<file path="config.mk">
export PLATFORM = sky130hd
export DESIGN_NAME = pcint_top
export DESIGN_NICKNAME = d
export VERILOG_FILES = /design/src/pcint_pkg.sv /design/src/pcint_top.sv
export SDC_FILE = /design/constraint.sdc
export NUM_CORES = 1
export LEC_CHECK = 0
export ABC_AREA = 1
export BUFFER_PORTS_ARGS = -buffer_cell sky130_fd_sc_hd__buf_2
export CAP_MARGIN = 0
export CORE_MARGIN = 8
export CORE_UTILIZATION = 54
export CTS_CLUSTER_SIZE = 10
export DETAILED_ROUTE_END_ITERATION = 8
export PLACE_DENSITY_LB_ADDON = 0.1
export SYNTH_ARGS = -nofsm -noshare
export SYNTH_HDL_FRONTEND = slang
export SYNTH_SLANG_ARGS = --single-unit
</file>
<file path="constraint.sdc">
create_clock -name clock_i -period 1 [get_ports clock_i]
set_input_delay 0.15 -clock clock_i [delete_from_list [all_inputs] [get_ports clock_i]]
set_output_delay 0.15 -clock clock_i [all_outputs]
set_load 0.01 [all_outputs]
</file>
<file path="src/pcint_pkg.sv">
// package for the pin change interrupt block: register map and layouts
// assumes a byte-wide register port with read data one cycle after strobe
package pcint_pkg;

   localparam int          NUM_PINS     = 6;
   localparam int          DATA_W       = 8;
   localparam int          ADDR_W       = 3;

   // register offsets
   localparam logic [2:0]  ADDR_RISE    = 3'h0;
   localparam logic [2:0]  ADDR_FALL    = 3'h1;
   localparam logic [2:0]  ADDR_FLAGS   = 3'h2;
   localparam logic [2:0]  ADDR_STATUS  = 3'h3;
   localparam logic [2:0]  ADDR_MASK    = 3'h4;

   // status / mask bit positions
   localparam int          STAT_SUMMARY = 0;
   localparam int          STAT_W       = 1;

   // reset values
   localparam logic [5:0]  ENABLE_RST   = 6'h00;
   localparam logic [5:0]  FLAGS_RST    = 6'h00;
   localparam logic [0:0]  STATUS_RST   = 1'h0;
   localparam logic [0:0]  MASK_RST     = 1'h0;
   localparam logic [7:0]  RDATA_RST    = 8'h00;

endpackage : pcint_pkg

</file>
<file path="src/pcint_top.sv">
// pin change interrupt: edge detection on six port pins, flags, interrupt
// assumes pins may be asynchronous; register port strobes are one cycle
// Functional notes
// - Each of six pins has a rising-edge enable bit in bits 5 to 0.
// - Each of the same pins has a falling-edge enable bit in bits 5 to 0.
// - An enabled edge sets the pin's flag and the summary change flag.
// - A flag sets on rising edge with rise enable or falling with fall.
// - With both enables clear a pin never sets its flag from activity.
// - Hardware only sets flags; software clears them by writing zero.
// - The flag bits are readable and writable by software as well.
// - Bits 7 and 6 of the three registers ignore writes and read zero.
// - All enable and flag bits reset to zero on every reset.
`timescale 1ns/1ns
`default_nettype none

module pcint_top
(
   // clock and reset
   input  wire logic                         clock_i,
   input  wire logic                         srst_i,
   // register port
   input  wire logic [pcint_pkg::ADDR_W-1:0] addr_i,
   input  wire logic [pcint_pkg::DATA_W-1:0] wdata_i,
   input  wire logic                         wr_i,
   input  wire logic                         rd_i,
   output logic      [pcint_pkg::DATA_W-1:0] rdata_o,
   // port pins
   input  wire logic [pcint_pkg::NUM_PINS-1:0] port_pin_i,
   // status
   output logic                              change_summary_flag_o,
   output logic                              irq_o
);

   localparam int N = pcint_pkg::NUM_PINS;

   logic [N-1:0] sync1_q;
   logic [N-1:0] sync2_q;
   logic [N-1:0] prev_q;
   logic [N-1:0] rising_edge_enable_q;
   logic [N-1:0] falling_edge_enable_q;
   logic [N-1:0] pin_change_flags_q;
   logic [N-1:0] edge_hit;
   logic [pcint_pkg::STAT_W-1:0] status_q;
   logic [pcint_pkg::STAT_W-1:0] mask_q;
   logic         summary;
   logic         summary_prev_q;
   logic         wr_rise;
   logic         wr_fall;
   logic         wr_flags;
   logic         wr_status;
   logic         wr_mask;

   assign wr_rise   = wr_i && (addr_i == pcint_pkg::ADDR_RISE);
   assign wr_fall   = wr_i && (addr_i == pcint_pkg::ADDR_FALL);
   assign wr_flags  = wr_i && (addr_i == pcint_pkg::ADDR_FLAGS);
   assign wr_status = wr_i && (addr_i == pcint_pkg::ADDR_STATUS);
   assign wr_mask   = wr_i && (addr_i == pcint_pkg::ADDR_MASK);

   // two-stage synchroniser, then previous-sample compare
   always_ff @(posedge clock_i)
   begin
      if (srst_i)
      begin
         sync1_q <= '0;
         sync2_q <= '0;
         prev_q  <= '0;
      end
      else
      begin
         sync1_q <= port_pin_i;
         sync2_q <= sync1_q;
         prev_q  <= sync2_q;
      end
   end

   // each edge is seen for exactly one cycle
   assign edge_hit = (rising_edge_enable_q & sync2_q & ~prev_q)
                   | (falling_edge_enable_q & ~sync2_q & prev_q);

   // enable registers
   always_ff @(posedge clock_i)
   begin
      if (srst_i)
      begin
         rising_edge_enable_q  <= pcint_pkg::ENABLE_RST;
         falling_edge_enable_q <= pcint_pkg::ENABLE_RST;
      end
      else
      begin
         if (wr_rise)
            rising_edge_enable_q <= wdata_i[N-1:0];
         if (wr_fall)
            falling_edge_enable_q <= wdata_i[N-1:0];
      end
   end

   // flags: software write applies, hardware set wins over a same-cycle clear
   always_ff @(posedge clock_i)
   begin
      if (srst_i)
         pin_change_flags_q <= pcint_pkg::FLAGS_RST;
      else if (wr_flags)
         pin_change_flags_q <= wdata_i[N-1:0] | edge_hit;
      else
         pin_change_flags_q <= pin_change_flags_q | edge_hit;
   end

   assign summary               = |pin_change_flags_q;
   assign change_summary_flag_o = summary;

   // sticky interrupt status: set on summary rising, write one to clear
   always_ff @(posedge clock_i)
   begin
      if (srst_i)
      begin
         summary_prev_q <= 1'b0;
         status_q       <= pcint_pkg::STATUS_RST;
      end
      else
      begin
         summary_prev_q <= summary;
         if (summary && !summary_prev_q)
            status_q[pcint_pkg::STAT_SUMMARY] <= 1'b1;
         else if (wr_status && wdata_i[pcint_pkg::STAT_SUMMARY])
            status_q[pcint_pkg::STAT_SUMMARY] <= 1'b0;
      end
   end

   always_ff @(posedge clock_i)
   begin
      if (srst_i)
         mask_q <= pcint_pkg::MASK_RST;
      else if (wr_mask)
         mask_q <= wdata_i[pcint_pkg::STAT_W-1:0];
   end

   assign irq_o = |(status_q & mask_q);

   // read data valid the cycle after the strobe only; unmapped reads zero
   always_ff @(posedge clock_i)
   begin
      if (srst_i)
         rdata_o <= pcint_pkg::RDATA_RST;
      else if (!rd_i)
         rdata_o <= pcint_pkg::RDATA_RST;
      else
      begin
         unique case (addr_i)
            pcint_pkg::ADDR_RISE:   rdata_o <= {2'b00, rising_edge_enable_q};
            pcint_pkg::ADDR_FALL:   rdata_o <= {2'b00, falling_edge_enable_q};
            pcint_pkg::ADDR_FLAGS:  rdata_o <= {2'b00, pin_change_flags_q};
            pcint_pkg::ADDR_STATUS: rdata_o <= {7'h00, status_q};
            pcint_pkg::ADDR_MASK:   rdata_o <= {7'h00, mask_q};
            default:                rdata_o <= pcint_pkg::RDATA_RST;
         endcase
      end
   end

endmodule : pcint_top

`default_nettype wire

</file>
# Word-level counts from Yosys, hierarchy flattened
# Cells that the tools add are included.
# classes
eq_ne	4
muxes	4
bitwise	11
n_reduce_logical	12
# ops
operator	count
6-bit one-hot mux with 5 select lines	1
6-bit bitwise AND	4
6-bit OR	3
6-bit NOT	2
1-bit logical AND	7
3-bit by 2-bit == test with 1-bit output (second input constant)	2
6-bit 2-to-1 mux	1
6-bit OR reduction	1
3-bit by 1-bit == test with 1-bit output (second input constant)	1
3-bit == test (second input constant)	1
3-bit logical NOT	1
1-bit 2-to-1 mux	2
2-bit nonzero test	1
2-bit OR reduction	1
1-bit bitwise AND	1
1-bit logical NOT	1
1-bit NOT	1
# totals
ff_bits	47
input_bits	21
word_cells	41

# Logic depth before layout (Yosys ltp)
# depth
ltp_word	6
mapped_depth	7
mapped_depth_nobuf	7

# Worst setup path before layout
# OpenSTA, ideal clock, no wires.
# synth_path
path_kind	input -> register
start	input port srst_i
end	register falling_edge_enable_q[1]
arrival_time_ns	0.822
required_ns	0.935
slack_ns	0.113
stages	5
cell_sequence	buf_2 -> inv_1 -> clkbuf_1 -> o21ai_0 -> nor2_1
# synth_rtl
item	line_no	rtl
start, declared	pcint_top.sv:20	input wire logic srst_i,
end signal, assigned	pcint_top.sv:86	falling_edge_enable_q <= pcint_pkg::ENABLE_RST;
end signal, assigned	pcint_top.sv:93	falling_edge_enable_q <= wdata_i[N-1:0];
end, declared	pcint_top.sv:40	logic [N-1:0] falling_edge_enable_q;

# Worst setup path in the final report
# layout_path
start	register pin_change_flags_q[0]
end	output port change_summary_flag_o
# layout_between
elab_chain_len	1
# layout_rtl
item	line_no	rtl
start, declared	pcint_top.sv:41	logic [N-1:0] pin_change_flags_q;
start signal, assigned	pcint_top.sv:101	pin_change_flags_q <= pcint_pkg::FLAGS_RST;
start signal, assigned	pcint_top.sv:103	pin_change_flags_q <= wdata_i[N-1:0] | edge_hit;
start signal, assigned	pcint_top.sv:105	pin_change_flags_q <= pin_change_flags_q | edge_hit;
6-bit OR reduction	pcint_top.sv:108	assign summary = |pin_change_flags_q;
end, declared	pcint_top.sv:30	output logic change_summary_flag_o,
# Every way passes these cells.

==> impl_metrics.sql <==
INSERT INTO impl_metrics (metric_group, metric, value, unit) VALUES
('power_and_ir_drop', 'internal_power', '2.37', 'mW'),
('worst_setup_path', 'crit_type', 'flop to primary output', ''),
('layout', 'layout.core_utilization', '69.2', '%'),
('sta', 'setup_repair_after_global_routing_missed_its_margin', 'yes', ''),
('clocking', 'ctsLongestPathBuffers', '2', ''),
('clocking', 'cts.root.buffer_cell', 'clkbuf_4', ''),
('floorplanning', 'die_width', '74.4', 'µm'),
('grt', 'globalRoute.totalOverflow', '0', ''),
('power_and_ir_drop', 'p_clk_share', '27.7', '%'),
('power_and_ir_drop', 'seqPwrFrac', '60.2', '%'),
('clocking', 'clock_tree.htree_level_count', '2', ''),
('yosys', 'synth.lib_cells_used.distinct', '21', ''),
('power_and_ir_drop', 'power.switching', '0.778', 'mW'),
('layout', 'layout.cells.most_common', 'nand2_1', ''),
('sta', 'post-route-worst-setup-slack', '-266', 'ps'),
('routing', 'routed-via-count', '1676', ''),
('worst_setup_path', 'startpoint', 'pin_change_flags_q[0]$_SDFF_PP0_', ''),
('yosys', 'mean_instance_size_in_the_synthesized_netlist', '7.14', 'µm²'),
('floorplanning', 'die_height', '74.4', 'µm'),
('job', 'maxCapViolCount', '0', ''),
('floorplanning', 'num_io_pins', '31', ''),
('layout', 'seqCellArea', '910', 'µm²'),
('grt', 'grt_antenna_before_repair', '0', ''),
('sta', 'finalSetupViolations', '4', ''),
('worst_setup_path', 'worst_setup_path_start_kind', 'flop', ''),
('worst_setup_path', 'cp.arrival', '1120', 'ps'),
('placement', 'buffer_ports.inserted', '26', ''),
('routing', 'route.final.wire_length', '4130', 'µm'),
('yosys', 'ys.warnings.count', '0', ''),
('worst_hold_path', 'number_of_cells_on_the_worst_hold_path', '3', ''),
('worst_setup_path', 'r2r_start', 'pin_change_flags_q[0]$_SDFF_PP0_', ''),
('clocking', 'tritoncts.num_buffers', '5', ''),
('power_and_ir_drop', 'power.ir.vdd_worst', '0.893', 'mV'),
('sta', 'final-max-slew-violation-count', '0', ''),
('grt', 'grt_pass1_vias', '1650', ''),
('routing', 'drtIter0Drc', '122', ''),
('status', 'failed_checks', 'setup timing', ''),
('sta', 'finalClockSkew', '8.23', 'ps'),
('worst_setup_path', 'r2r.worst_path.cells', '6', ''),
('power_and_ir_drop', 'switching_share', '24.8', '%'),
('power_and_ir_drop', 'p_leak', '1.15', 'nW'),
('worst_hold_path', 'worst_hold_startpoint', 'rd_i', ''),
('yosys', 'number_of_instances_in_the_synthesized_netlist', '258', ''),
('status', 'result_of_the_run', 'finished with violations', ''),
('power_and_ir_drop', 'totalPowerFinal', '3.14', 'mW'),
('sta', 'final_hold_viol_count', '0', ''),
('worst_hold_path', 'min_path_type', 'primary input to flop', ''),
('floorplanning', 'fp.dieArea', '0.00554', 'mm²'),
('power_and_ir_drop', 'combPwrFrac', '12.0', '%'),
('yosys', 'synth.cell_area', '0.00184', 'mm²'),
('layout', 'layout-drive-gt1-share', '22.8', '%'),
('layout', 'diode_insertion_count_for_antenna_repair', '0', ''),
('routing', 'first_pass_iters', '4', ''),
('layout', 'multi_input_comb_area', '761', 'µm²'),
('routing', 'avgViaCountPerCell', '4.75', ''),
('layout', 'nets', '328', ''),
('worst_setup_path', 'worstSetupEndpointType', 'primary output', ''),
('clocking', 'cts_tree', 'done', ''),
('clocking', 'clock_sinks', '45', ''),
('sta', 'finalCritPeriodShare', '127', '%'),
('layout', 'number_of_fill_cells_in_the_layout', '301', ''),
('sta', 'max_frequency', '790', 'MHz'),
('yosys', 'synth.yosys.seq_area_share', '48.9', '%'),
('placement', 'hpwlAfterDp', '2860', 'µm'),
('clocking', 'clkSlewWorstSetupHoldPaths', '120', 'ps'),
('yosys', 'yosys_register_bits', '45', ''),
('worst_setup_path', 'worst-path-max-fanout', '3', ''),
('routing', 'detail_route.wl_per_cell', '11.7', 'µm'),
('layout', 'most-common-layout-cells', 'nand2_1, nor2_1, dfxtp_1', ''),
('grt', 'grt_max_degree', '27', ''),
('floorplanning', 'start_util', '55.7', '%');
power by group through the flow:
stage	registers [mW]	logic, mW	clock network, mW
after CTS	1.89	0.345	0.904
after detailed placement	1.93	0.304	0
after global routing	1.90	0.418	1.02
final	1.89	0.379	0.872
after global placement	1.93	0.299	0
after floorplan	1.92	0.175	0
worst max-delay path, stage by stage, from the launching register on:
cell,delay [ps]
dfxtp_2,360
nor2_2,140
nand3_2,120
buf_6,140
stage by stage:
stage               hold slack (ps)  setup WS (ps)  instances  TNS [ps]
floorplan                       257            113        259         0
detailed placement              357          -68.1        334      -748
global route                   13.0           -326        353      -731
finish                         35.2           -266        353      -472
global placement                348          -69.5        334      -577
CTS                            26.5           -254        351      -315
routing by layer:
| metal | wire length (µm) | global-route usage (%) |
|---|---|---|
| met3 | 331 | 5.80 |
| met1 | 1860 | 19.0 |
| met5 | 0 | 0 |
| met2 | 1880 | 27.9 |
| met4 | 55 | 5.22 |
path summary, 6_finish.rpt:
path,to,slack (ps)
setup / recovery,change_summary_flag_o,-270
hold / removal,rdata_o[0]$_SDFF_PP0_,40
setup reg to reg,status_q$_SDFFE_PP0P_,-90
hold reg to reg,sync2_q[3]$_SDFF_PP0_,410
cells in the mapped netlist, drive strengths merged:
| master | instances | area share (%) |
|---|---|---|
| conb | 1 | 0.20 |
| a21oi | 8 | 2.2 |
| buf | 6 | 2.0 |
| o21ai | 9 | 2.4 |
| dfxtp | 45 | 49 |
| inv | 38 | 7.7 |
| nand4 | 7 | 2.4 |
| clkbuf | 3 | 1.2 |
| nand2 | 56 | 12 |
| nand3 | 26 | 7.7 |
| clkinv | 1 | 0.27 |
| nor3 | 2 | 1.4 |
| nor2 | 56 | 12 |
state kept, by name (all words and copies together), names as in the netlist:
register               cells
falling_edge_enable_q      6
pin_change_flags_q         6
prev_q                     6
rdata_o                    6
rising_edge_enable_q       6
sync1_q                    6
sync2_q                    6
mask_q                     1
status_q                   1
summary_prev_q             1
logic make-up after synthesis:
logic type	synth area share [%]
AO/OA/AOI/OAI	4.62
AND/OR/NAND/NOR	35.2
buffers and inverters	11.1
flip-flops	48.9
other	0.203
timing repair:
item,in CTS,in global routing
endpoints found under the setup margin,2,7
hold buffers,6,0
cloned,0,0
gates resized for setup,4,11
buffers inserted,4,2
endpoints found under the hold margin,6,0
pin swaps,2,2
layout make-up:
class / count / share of cell area [%]
timing repair buffer: 50 / 15.7
clock buffer: 7 / 2.40
inverter: 39 / 6.44
sequential: 45 / 39.7
multi-input combinational: 166 / 33.2
tap: 46 / 2.51
Power figures use the tool's default switching activity.
